[src/verilog/cif_defs.vh]
/*
  cif_defs.vh: register indices, field positions and bus answer codes
  for the identifier tag and acceptance mask register set.
  Assumes: included by its bare name; byte address = 4 * index.
*/
`ifndef CIF_DEFS_VH
`define CIF_DEFS_VH

// ----------------------------------------------------------------
// register indices
// ----------------------------------------------------------------
`define CIF_PAGE_IDX 8'hb1
`define CIF_CTRL_IDX 8'hb3
`define CIF_HIT_IDX 8'hb4
`define CIF_TAG1_IDX 8'hbc
`define CIF_TAG2_IDX 8'hbd
`define CIF_TAG3_IDX 8'hbe
`define CIF_TAG4_IDX 8'hbf
`define CIF_MSK1_IDX 8'hc4
`define CIF_MSK2_IDX 8'hc5
`define CIF_MSK3_IDX 8'hc6
`define CIF_MSK4_IDX 8'hc7

// ----------------------------------------------------------------
// field positions
// ----------------------------------------------------------------
`define CIF_PAGE_LSB 4
`define CIF_CTRL_EXT_BIT 4
`define CIF_CTRL_RXEN_BIT 7
`define CIF_RTR_BIT 2
`define CIF_RB1_BIT 1
`define CIF_RB0_BIT 0
`define CIF_IDE_BIT 0

// ----------------------------------------------------------------
// reset values and answer codes
// ----------------------------------------------------------------
`define CIF_PAGE_RST 4'h0
`define CIF_RESP_OKAY 2'h0
`define CIF_RESP_SLVERR 2'h2

`endif

[src/verilog/cif_none_placeholder_unused.v]
/*
  cif_none_placeholder_unused.v: holds no logic.
  Assumes: nothing refers to it; the filter lives in cif_filter.v and cif_obj_match.v.
*/

[src/verilog/cif_obj_match.v]
/*
  cif_obj_match.v: acceptance compare of one message object against a
  received identifier, remote request and extension bit.
  Assumes: tag and mask words hold the four bytes, byte 1 in bits 31:24.
*/
`timescale 1ns/1ps
`include "cif_defs.vh"

module cif_obj_match (
  input wire [31:0] tag,
  input wire [31:0] mask,
  input wire ext,
  input wire [28:0] rx_id,
  input wire rx_rtr,
  input wire rx_ide,
  output wire hit
);

  wire id_miss_ext;
  wire id_miss_std;
  wire rtr_miss;
  wire ide_miss;

  // extended view: tag bits 31:3 are identifier 28:0
  assign id_miss_ext = |((rx_id ^ tag[31:3]) & mask[31:3]);
  // standard view: tag bits 31:21 are identifier 10:0
  assign id_miss_std = |((rx_id[10:0] ^ tag[31:21]) & mask[31:21]);
  assign rtr_miss = (rx_rtr ^ tag[`CIF_RTR_BIT]) & mask[`CIF_RTR_BIT];
  assign ide_miss = (rx_ide ^ ext) & mask[`CIF_IDE_BIT];
  assign hit = ~((ext ? id_miss_ext : id_miss_std) | rtr_miss | ide_miss);

endmodule // cif_obj_match

[src/verilog/cif_filter.v]
/*
  cif_filter.v: per-object identifier tag and acceptance mask registers
  over AXI4-Lite, the per-object receive filter and the transmit tag read-out.
  Assumes: one clock CLK, RESETN asynchronous active low, frame inputs
  synchronous to CLK, software programs tag and mask before enabling.
*/
//
// Contract
// - mask 0 forces match, 1 compares
// - mask used on receive only
// - extended tag bytes carry identifier 28:0
// - extended byte four: rtr, rb1, rb0
// - standard byte three reserved; rtr, rb0
// - standard mask bits 10:0 layout
// - extended mask bits 28:0 layout
// - mask byte four: rtr, ide compare
// - reserved bits read undefined, never set
// - tag and mask undefined after reset
// - extension bit selects standard/extended view
// - access goes to selected object 0-14
`timescale 1ns/1ps
`include "cif_defs.vh"

module cif_filter #(
  parameter NUM_OBJ = 15,
  parameter ADDR_W = 12
) (
  input wire CLK,
  input wire RESETN,
  input wire [ADDR_W-1:0] AWADDR,
  input wire AWVALID,
  output wire AWREADY,
  input wire [31:0] WDATA,
  input wire [3:0] WSTRB,
  input wire WVALID,
  output wire WREADY,
  output wire [1:0] BRESP,
  output wire BVALID,
  input wire BREADY,
  input wire [ADDR_W-1:0] ARADDR,
  input wire ARVALID,
  output wire ARREADY,
  output wire [31:0] RDATA,
  output wire [1:0] RRESP,
  output wire RVALID,
  input wire RREADY,
  input wire RX_VALID,
  input wire [28:0] RX_ID,
  input wire RX_RTR,
  input wire RX_IDE,
  output wire RX_DONE,
  output wire [NUM_OBJ-1:0] RX_HIT,
  input wire TX_REQ,
  input wire [3:0] TX_OBJ,
  output wire TX_VALID,
  output wire [28:0] TX_ID,
  output wire TX_IDE,
  output wire TX_RTR,
  output wire TX_RB1,
  output wire TX_RB0
);

  // ----------------------------------------------------------------
  // storage
  // ----------------------------------------------------------------
  reg [31:0] tag_mem [0:NUM_OBJ-1];
  reg [31:0] mask_mem [0:NUM_OBJ-1];
  reg [NUM_OBJ-1:0] ext_q;
  reg [NUM_OBJ-1:0] rxen_q;
  reg [3:0] page_q;
  reg [NUM_OBJ-1:0] last_hit_q;

  // ----------------------------------------------------------------
  // bus state
  // ----------------------------------------------------------------
  reg awready_q;
  reg wready_q;
  reg aw_have_q;
  reg w_have_q;
  reg [7:0] waddr_q;
  reg [7:0] wbyte_q;
  reg wstrb0_q;
  reg bvalid_q;
  reg [1:0] bresp_q;
  reg arready_q;
  reg rvalid_q;
  reg [31:0] rdata_q;
  reg [1:0] rresp_q;

  reg rx_done_q;
  reg [NUM_OBJ-1:0] rx_hit_q;
  reg tx_valid_q;
  reg [28:0] tx_id_q;
  reg tx_ide_q;
  reg tx_rtr_q;
  reg tx_rb1_q;
  reg tx_rb0_q;

  wire page_ok;
  wire [7:0] ridx;
  wire [NUM_OBJ-1:0] cmp_hit;
  wire do_write;
  reg [31:0] rd_word;
  reg rd_ok;
  reg wr_ok;
  reg [31:0] sel_tag;
  reg [31:0] sel_mask;
  reg sel_ext;
  reg sel_rxen;

  assign page_ok = (page_q < NUM_OBJ);
  assign ridx = ARADDR[9:2];
  assign do_write = aw_have_q && w_have_q && !bvalid_q;

  // ----------------------------------------------------------------
  // selected object view
  // ----------------------------------------------------------------
  always @* begin
    sel_tag = 32'h0;
    sel_mask = 32'h0;
    sel_ext = 1'b0;
    sel_rxen = 1'b0;
    if (page_ok) begin
      sel_tag = tag_mem[page_q];
      sel_mask = mask_mem[page_q];
      sel_ext = ext_q[page_q];
      sel_rxen = rxen_q[page_q];
    end
  end

  // ----------------------------------------------------------------
  // read decode
  // ----------------------------------------------------------------
  always @* begin
    rd_word = 32'h0;
    rd_ok = 1'b1;
    case (ridx)
      `CIF_PAGE_IDX: rd_word = {24'h0, page_q, 4'h0};
      `CIF_CTRL_IDX: rd_word = {24'h0, sel_rxen, 2'h0, sel_ext, 4'h0};
      `CIF_HIT_IDX: rd_word = {{(32-NUM_OBJ){1'b0}}, last_hit_q};
      // reserved positions return whatever is stored
      `CIF_TAG1_IDX: rd_word = {24'h0, sel_tag[31:24]};
      `CIF_TAG2_IDX: rd_word = {24'h0, sel_tag[23:16]};
      `CIF_TAG3_IDX: rd_word = {24'h0, sel_tag[15:8]};
      `CIF_TAG4_IDX: rd_word = {24'h0, sel_tag[7:0]};
      `CIF_MSK1_IDX: rd_word = {24'h0, sel_mask[31:24]};
      `CIF_MSK2_IDX: rd_word = {24'h0, sel_mask[23:16]};
      `CIF_MSK3_IDX: rd_word = {24'h0, sel_mask[15:8]};
      `CIF_MSK4_IDX: rd_word = {24'h0, sel_mask[7:0]};
      default: rd_ok = 1'b0;
    endcase
  end

  // ----------------------------------------------------------------
  // write decode
  // ----------------------------------------------------------------
  always @* begin
    case (waddr_q)
      `CIF_PAGE_IDX, `CIF_CTRL_IDX, `CIF_HIT_IDX: wr_ok = 1'b1;
      `CIF_TAG1_IDX, `CIF_TAG2_IDX, `CIF_TAG3_IDX, `CIF_TAG4_IDX: wr_ok = 1'b1;
      `CIF_MSK1_IDX, `CIF_MSK2_IDX, `CIF_MSK3_IDX, `CIF_MSK4_IDX: wr_ok = 1'b1;
      default: wr_ok = 1'b0;
    endcase
  end

  // ----------------------------------------------------------------
  // write channel
  // ----------------------------------------------------------------
  always @(posedge CLK or negedge RESETN) begin
    if (!RESETN) begin
      awready_q <= 1'b0;
      wready_q <= 1'b0;
      aw_have_q <= 1'b0;
      w_have_q <= 1'b0;
      waddr_q <= 8'h0;
      wbyte_q <= 8'h0;
      wstrb0_q <= 1'b0;
      bvalid_q <= 1'b0;
      bresp_q <= `CIF_RESP_OKAY;
    end else begin
      if (!aw_have_q && !bvalid_q) begin
        awready_q <= 1'b1;
      end
      if (!w_have_q && !bvalid_q) begin
        wready_q <= 1'b1;
      end
      if (AWVALID && awready_q) begin
        awready_q <= 1'b0;
        aw_have_q <= 1'b1;
        waddr_q <= AWADDR[9:2];
      end
      if (WVALID && wready_q) begin
        wready_q <= 1'b0;
        w_have_q <= 1'b1;
        wbyte_q <= WDATA[7:0];
        wstrb0_q <= WSTRB[0];
      end
      if (do_write) begin
        aw_have_q <= 1'b0;
        w_have_q <= 1'b0;
        bvalid_q <= 1'b1;
        bresp_q <= wr_ok ? `CIF_RESP_OKAY : `CIF_RESP_SLVERR;
      end
      if (bvalid_q && BREADY) begin
        bvalid_q <= 1'b0;
      end
    end
  end

  // ----------------------------------------------------------------
  // control registers
  // ----------------------------------------------------------------
  always @(posedge CLK or negedge RESETN) begin
    if (!RESETN) begin
      page_q <= `CIF_PAGE_RST;
      ext_q <= {NUM_OBJ{1'b0}};
      rxen_q <= {NUM_OBJ{1'b0}};
    end else if (do_write && wstrb0_q) begin
      if (waddr_q == `CIF_PAGE_IDX) begin
        page_q <= wbyte_q[`CIF_PAGE_LSB+3:`CIF_PAGE_LSB];
      end
      if (waddr_q == `CIF_CTRL_IDX && page_ok) begin
        ext_q[page_q] <= wbyte_q[`CIF_CTRL_EXT_BIT];
        rxen_q[page_q] <= wbyte_q[`CIF_CTRL_RXEN_BIT];
      end
    end
  end

  // tag and mask carry no reset: undefined until software programs them
  always @(posedge CLK) begin
    if (do_write && wstrb0_q && page_ok) begin
      case (waddr_q)
        `CIF_TAG1_IDX: tag_mem[page_q][31:24] <= wbyte_q;
        `CIF_TAG2_IDX: tag_mem[page_q][23:16] <= wbyte_q;
        `CIF_TAG3_IDX: tag_mem[page_q][15:8] <= wbyte_q;
        `CIF_TAG4_IDX: tag_mem[page_q][7:0] <= wbyte_q;
        `CIF_MSK1_IDX: mask_mem[page_q][31:24] <= wbyte_q;
        `CIF_MSK2_IDX: mask_mem[page_q][23:16] <= wbyte_q;
        `CIF_MSK3_IDX: mask_mem[page_q][15:8] <= wbyte_q;
        `CIF_MSK4_IDX: mask_mem[page_q][7:0] <= wbyte_q;
        default: ;
      endcase
    end
  end

  // ----------------------------------------------------------------
  // read channel
  // ----------------------------------------------------------------
  always @(posedge CLK or negedge RESETN) begin
    if (!RESETN) begin
      arready_q <= 1'b0;
      rvalid_q <= 1'b0;
      rdata_q <= 32'h0;
      rresp_q <= `CIF_RESP_OKAY;
    end else begin
      if (!rvalid_q && !(ARVALID && arready_q)) begin
        arready_q <= 1'b1;
      end
      if (ARVALID && arready_q) begin
        arready_q <= 1'b0;
        rvalid_q <= 1'b1;
        rdata_q <= rd_word;
        rresp_q <= rd_ok ? `CIF_RESP_OKAY : `CIF_RESP_SLVERR;
      end
      if (rvalid_q && RREADY) begin
        rvalid_q <= 1'b0;
        arready_q <= 1'b1;
      end
    end
  end

  // ----------------------------------------------------------------
  // receive filter
  // ----------------------------------------------------------------
  genvar gi;
  generate
    for (gi = 0; gi < NUM_OBJ; gi = gi + 1) begin : g_obj
      cif_obj_match u_match (
        .tag(tag_mem[gi]),
        .mask(mask_mem[gi]),
        .ext(ext_q[gi]),
        .rx_id(RX_ID),
        .rx_rtr(RX_RTR),
        .rx_ide(RX_IDE),
        .hit(cmp_hit[gi])
      );
    end
  endgenerate

  always @(posedge CLK or negedge RESETN) begin
    if (!RESETN) begin
      rx_done_q <= 1'b0;
      rx_hit_q <= {NUM_OBJ{1'b0}};
      last_hit_q <= {NUM_OBJ{1'b0}};
    end else begin
      rx_done_q <= RX_VALID;
      if (RX_VALID) begin
        rx_hit_q <= cmp_hit & rxen_q;
        last_hit_q <= cmp_hit & rxen_q;
      end else begin
        rx_hit_q <= {NUM_OBJ{1'b0}};
      end
    end
  end

  // ----------------------------------------------------------------
  // transmit tag read-out, mask not involved
  // ----------------------------------------------------------------
  always @(posedge CLK or negedge RESETN) begin
    if (!RESETN) begin
      tx_valid_q <= 1'b0;
      tx_id_q <= 29'h0;
      tx_ide_q <= 1'b0;
      tx_rtr_q <= 1'b0;
      tx_rb1_q <= 1'b0;
      tx_rb0_q <= 1'b0;
    end else begin
      tx_valid_q <= TX_REQ && (TX_OBJ < NUM_OBJ);
      if (TX_REQ && (TX_OBJ < NUM_OBJ)) begin
        tx_ide_q <= ext_q[TX_OBJ];
        tx_id_q <= ext_q[TX_OBJ] ? tag_mem[TX_OBJ][31:3] : {18'h0, tag_mem[TX_OBJ][31:21]};
        tx_rtr_q <= tag_mem[TX_OBJ][`CIF_RTR_BIT];
        tx_rb1_q <= ext_q[TX_OBJ] & tag_mem[TX_OBJ][`CIF_RB1_BIT];
        tx_rb0_q <= tag_mem[TX_OBJ][`CIF_RB0_BIT];
      end
    end
  end

  // ----------------------------------------------------------------
  // outputs
  // ----------------------------------------------------------------
  assign AWREADY = awready_q;
  assign WREADY = wready_q;
  assign BVALID = bvalid_q;
  assign BRESP = bresp_q;
  assign ARREADY = arready_q;
  assign RVALID = rvalid_q;
  assign RDATA = rdata_q;
  assign RRESP = rresp_q;
  assign RX_DONE = rx_done_q;
  assign RX_HIT = rx_hit_q;
  assign TX_VALID = tx_valid_q;
  assign TX_ID = tx_id_q;
  assign TX_IDE = tx_ide_q;
  assign TX_RTR = tx_rtr_q;
  assign TX_RB1 = tx_rb1_q;
  assign TX_RB0 = tx_rb0_q;

endmodule // cif_filter

[config.mk]
export PLATFORM = sky130hd
export DESIGN_NAME = cif_filter
export DESIGN_NICKNAME = d
export VERILOG_FILES = /design/src/verilog/cif_none_placeholder_unused.v /design/src/verilog/cif_obj_match.v /design/src/verilog/cif_filter.v
export VERILOG_INCLUDE_DIRS = /design/src /design/src/verilog
export SDC_FILE = /design/constraint.sdc
export NUM_CORES = 2
export LEC_CHECK = 0
export BUFFER_PORTS_ARGS = -buffer_cell sky130_fd_sc_hd__buf_2
export CORE_MARGIN = 2
export CORE_UTILIZATION = 60
export CTS_CLUSTER_SIZE = 25
export DETAILED_ROUTE_END_ITERATION = 16
export GPL_ROUTABILITY_DRIVEN = 1
export PLACE_DENSITY_LB_ADDON = 0.12
export SYNTH_ARGS = -nofsm -noshare
export SYNTH_HDL_FRONTEND = slang
export SYNTH_SLANG_ARGS = --single-unit
export TNS_END_PERCENT = 5
[constraint.sdc]
create_clock -name CLK -period 2.82 [get_ports CLK]
set_input_delay 0.282 -clock CLK [delete_from_list [all_inputs] [get_ports CLK]]
set_output_delay 0.282 -clock CLK [all_outputs]
set_load 0.02 [all_outputs]
Word-level counts from Yosys, hierarchy flattened

Memory sizes are Yosys's and may differ from the RTL's.
Cells that the tools add are included.

Output and inout port bits: 91
RAM bits: 960
Bits in registers: 159
Memories: 2
Logic and storage cells: 357
Bits of input ports: 104

Memory list:

| name     | words | bits a word | read ports | clocked after memory_dff | wr ports | line            | source |
|---|---|---|---|---|---|---|---|
| mask_mem | 15    | 32          | 16         | 0                        | 1        | cif_filter.v:67 | `reg [31:0] mask_mem [0:NUM_OBJ-1];` |
| tag_mem  | 15    | 32          | 17         | 0                        | 1        | cif_filter.v:66 | `reg [31:0] tag_mem [0:NUM_OBJ-1];` |

Bitwise logic cells: 167
Muxes and demuxes: 75
Reductions and logical operators: 61
Equal/unequal tests: 22
Magnitude comparators: 5

Operators with widths:

| cell               | count |
|---|---|
| $and 29x29->29     | 15 |
| $reduce_or 29->1   | 15 |
| $xor 29x29->29     | 15 |
| $reduce_or 11->1   | 17 |
| $eq 8x8->1 const B | 22 |
| $and 11x11->11     | 15 |
| $pmux 15 s11       | 1 |
| $xor 11x11->11     | 15 |
| $mux 32            | 2 |
| $mux 1             | 62 |
| $and 1x1->1        | 31 |
| $bwmux 15          | 2 |
| $or 1x1->1         | 30 |
| $xor 1x1->1        | 30 |
| $mux 29            | 1 |
| $and 15x15->15     | 1 |
| $logic_and 1x1->1  | 15 |
| $mux 15            | 1 |
| $not 1->1          | 15 |
| $bmux 1 s4         | 3 |
| $reduce_bool 2->1  | 6 |
| $lt 4x5->1 const B | 2 |
| $lt 4x4->1 const B | 2 |
| $logic_not 1->1    | 5 |
| 5 further kinds    | 7 |

Longest topological paths before layout

An unclocked memory read counts as a cell.

Depth in word-level cells: 10
Gate-level depth with buffers: 12
Depth with buffers taken out: 6

Modules after synthesis

From an unflattened synthesis, not the netlist that was laid out.

Cell total of the unflattened synthesis: 3705
Area, all modules: 58408.5 um^2

Modules (own cells, without submodules):

| module        | cells an instance | instances | area each (um^2) | seq. area each (um^2) |
|---|---|---|---|---|
| cif_filter    | 2655              | 1         | 49812.8          | 34252.9 |
| cif_obj_match | 70                | 15        | 573.0            | 0.0 |

Least setup slack after synthesis

Ideal clock, no wire load.

Path kind: register -> register
Start: reg page_q[0]
End: mem tag_mem[7][0], enable pin
Cell stages (with the launch flop): 11
Library setup time: 0.371 ns
Data arrival time: 2.111 ns
Path buffers: 4
Path slack: 0.339 ns
Clock period less this slack: 2.481 ns
Required time: 2.449 ns
Cell sequence: dfrtp_1 buf_6 buf_6 buf_6 nand4_1 nand2_1 nor2_1 and3_1 nand3_1 clkbuf_1 nor2_1

Longest elaborated chain between the ends: 4

RTL lines:

| what                         | line             | source |
|---|---|---|
| from (decl)                  | cif_filter.v:70  | `reg [3:0] page_q;` |
| from (signal assigned)       | cif_filter.v:215 | `` page_q <= `CIF_PAGE_RST; `` |
| from (signal assigned)       | cif_filter.v:220 | `` page_q <= wbyte_q[`CIF_PAGE_LSB+3:`CIF_PAGE_LSB]; `` |
| $lt 4x4->1                   | cif_filter.v:111 | `assign page_ok = (page_q < NUM_OBJ);` |
| $logic_and 1x1->1            | cif_filter.v:231 | `if (do_write && wstrb0_q && page_ok) begin` |
| $mux 1                       | cif_filter.v:231 |  |
| $mux 1 (not written as such) | cif_filter.v:236 | `` `CIF_TAG4_IDX: tag_mem[page_q][7:0] <= wbyte_q; `` |
| to (decl)                    | cif_filter.v:66  |  |

Parallel ways exist; a longest one is shown, timed or not.

Worst setup path after layout

Start: reg page_q[3]
End: mem tag_mem[14][13], enable pin

Longest elaborated chain between the ends: 4

RTL lines:

| what                         | line             | source |
|---|---|---|
| $lt 4x4->1                   | cif_filter.v:111 |  |
| $logic_and 1x1->1            | cif_filter.v:231 |  |
| $mux 1                       | cif_filter.v:231 |  |
| $mux 1 (not written as such) | cif_filter.v:235 | `` `CIF_TAG3_IDX: tag_mem[page_q][15:8] <= wbyte_q; `` |

Parallel ways exist; a longest one is shown, timed or not.

==> metrics.csv <==
stage,metric,value,unit
critical_path,cpMostUsedCell,buf_4,
drt,drtPass1Iterations,6,
critical_path,startpoint,page_q[3]$_DFFE_PN0P_,
synth,ys_ff_latch,1164,
drt,drt_wl_total,252000,um
critical_path,cpPeakStageDelay,0.44,ns
timing,holdWs,0.0261,ns
clock_network,cts_made_buffers,119,
critical_path,endpoint,tag_mem[14][13]$_DFFE_PP_,
timing,final_max_slew_viol_count,0,
critical_path,cp.required,3.29,ns
synth,synth_edf_count,1024,
die,die_y,317,um
synth,yosysTopAreaCell,edfxtp_1,
die,dieArea,0.101,mm^2
timing,fmax,0.351,GHz
final_layout,final_cell_mix,"edfxtp_1 (1024), xor2_1 (630), buf_4 (463)",
synth,synthArstFlopShare,0.120,
pwr,p_seq_frac,0.493,
clock_network,h-tree-depth,3,
timing,setup_slack,-0.0313,ns
critical_path,critPathSlowestCell,nor2_1,
global_route,grt_pass1_wl,338000,um
placement,hpwl,191000,um
pwr,p_comb_frac,0.152,
clock_network,cts.sinks,1164,
die,start_util,0.607,
clock_network,clk_path_buf_depth,3,
timing,max_slew_margin,0.271,
critical_path,crit_family,buffers and inverters,
critical_path,reg2reg_to,tag_mem[14][13]$_DFFE_PP_,
placement,port_buffers,140,
synth,syn-mean-instance-area,15.3,um^2
global_route,grt_pass1_vias,41500,
synth,ys_warn_count,0,
timing,min_period_over_period,1.01,
synth,syn_inst,3853,
drt,ant_nets,0,
global_route,overflow,0,
placement,globalplace.congestion,1.06,
placement,detailed_place.area,0.0654,mm^2
drt,vias,43700,
pwr,p_int,0.0331,W
pwr,p_switching,0.0136,W
drt,drt_iter0_markers,7904,
critical_path,cp.arrival,3.33,ns
synth,synth_top_cell_area_share,0.522,
drt,routed_via_density,7.41,
synth,seq_area_frac_synth,0.582,
final_layout,final_common_cell,edfxtp_1,
pwr,switching_share,0.291,
global_route,grt_max_degree,98,
hold_path,holdCritPathClass,input port to asynchronous set/reset pin,
global_route,grt_util_all_layers,0.504,
status,outcome,"finished, violations left",
pwr,p_leak,24.8,nW
clock_network,cts-root-buf,clkbuf_16,
synth,synthTopCellsByArea,"edfxtp_1 (52%), mux4_2 (13%), xor2_1 (9.4%)",
synth,synth.distinct_cells,69,
timing,timing_hold_violations_final,0,
pwr,power.density,669,mW/mm^2
critical_path,path_buf_inv,6,
critical_path,r2r_cells,9,
clock_network,path_clk_slew,0.07,ns
final_layout,layout-drive-gt1-share,0.294,
final_layout,syn2layout_area_growth,18.8,%
die,rows,114,
flow_run,maxCapViolCount,0,
die,die_w,317,um
placement,dp_slack,-0.599,ns
timing,skew,0.0221,ns
timing,report.final.setup_viol,30,
critical_path,worstPathCellList,buf_4 > clkinv_1 > nor2_1 > buf_4 > nand2_1 > buf_4 > buf_4 > nor2_1 > buf_4,
die,core_area,0.0970,mm^2
synth,syn_area,0.0589,mm^2
critical_path,critPathKind,flop to flop,
critical_path,crit_fanout,5,
timing,tightest_slew,1.09,ns
final_layout,nets,4601,
pwr,pwr-share-clk,0.355,
clock_network,clk-insertion-delay-late,0.78,ns
drt,wl_per_cell,42.8,um
synth,ys.flop_type,edfxtp_1,
die,pin_count,195,
final_layout,finalInstanceArea,0.0699,mm^2
clock_network,cts_tree,built,
critical_path,path_depth,9,
critical_path,cp-end-kind,flop,
global_route,antenna_found_initial,31,
pwr,vdd_drop_max,1.97,mV
timing,rsz0062_at_grt,yes,
critical_path,reg2reg_slack,-0.03,ns
critical_path,r2r-start,page_q[3]$_DFFE_PN0P_,
timing,min_period,2.85,ns
drt,drc,0,
status,failed_checks,setup timing,
critical_path,start_kind,flop,
[Yosys cell counts (4+ instances only)]
master	n
a2111oi_0	6
a21oi_1	31
a221oi_1	14
a22o_1	15
a22oi_1	381
a31oi_1	20
and2_1	5
and4_1	18
buf_1	36
buf_2	60
buf_4	36
buf_6	25
clkbuf_1	125
dfrtp_1	140
edfxtp_1	1024
inv_1	21
mux2_2	59
mux2i_1	198
mux4_2	348
nand2_1	126
nand2b_1	5
nand3_1	45
nand4_1	76
nand4b_1	8
nor2_1	171
nor2b_1	10
nor3_1	17
nor3b_1	4
nor4_1	33
o2111ai_1	11
o211a_1	4
o211ai_1	9
o21ai_0	47
o21ai_1	14
o22ai_1	17
o31ai_1	10
or3_1	4
or4_1	4
xor2_1	630
[registers in the layout (all words and copies together), names as in the netlist, 15 cells and up]
signal / flops
ext_q: 15
RDATA: 15
mask_mem: 512
RX_HIT: 15
tag_mem: 512
last_hit_q: 15
rxen_q: 15
TX_ID: 29
[cells by family after synthesis]
group	after synthesis	share of synthesized area
xor+xnor	630	0.0937
buf+inv	306	0.0263
other cells	1	0.0000637
compound gates	605	0.0742
flops	1164	0.582
simple gates	542	0.0457
mux	605	0.178
[final cells by class]
class	instances	area, um^2
Fill cell	6338	27000
Antenna cell	15	37.5
Clock inverter	80	774
Multi-Input combinational cell	2465	23500
Inverter	24	90.1
Timing Repair Buffer	723	6340
Tap cell	1276	1600
Sequential cell	1164	34300
Clock buffer	148	3320
[routing by layer]
layer,track usage,vias up,share of wire
met2,0.720,4272,0.42
li1,-,16600,-
met5,0.0147,-,0.00072
met1,0.634,21900,0.32
met3,0.205,936,0.17
met4,0.336,28,0.089
[how the worst min path moves through the flow]
stage | from | endpoint | slack, ns | cells after the start
floorplan | RESETN | ARREADY$_DFFE_PN0P_ | -0.01 | 0
global placement | RESETN | TX_ID[23]$_DFFE_PN0P_ | 0.27 | 1
detailed placement | RESETN | TX_ID[23]$_DFFE_PN0P_ | 0.28 | 1
CTS | RX_VALID | RX_DONE$_DFF_PN0_ | 0.007 | 1
global route | RX_VALID | RX_DONE$_DFF_PN0_ | 0.03 | 1
finish | RESETN | TX_ID[23]$_DFFE_PN0P_ | 0.03 | 2
[per-stage QoR]
stage,std cells,total power (W),util,TNS [ns]
floorplan,3935,0.0260,-,0
global placement,5621,0.0298,0.674,-2.09
detailed placement,5621,0.0300,0.674,-2.51
CTS,5871,0.0462,0.719,-0.0458
global route,5886,0.0474,0.721,-0.170
finish,5895,0.0468,0.721,-0.595
[worst reg2reg max path: cells and delay by family (launching register included)]
family	cells	cell delay [ns]
buffers and inverters	6	1.37
AND/OR/NAND/NOR	3	0.84
flip-flops	1	0.35
[power groups by stage]
stage               Sequential, W  Clock [W]  Combinational, W
detailed placement         0.0233          0           0.00667
CTS                        0.0229     0.0165           0.00672
global route               0.0231     0.0171           0.00719
global placement           0.0232          0           0.00655
finish                     0.0231     0.0166           0.00712
floorplan                  0.0235          0           0.00246
[repair_timing]
item,CTS,global route
endpoints found under the setup margin,27,40
buffers inserted,0,9
pin swaps,2,1
hold buffers,22,0
hold endpoints to repair,126,0
gates resized for setup,12,22
Power figures use the tool's default switching activity.
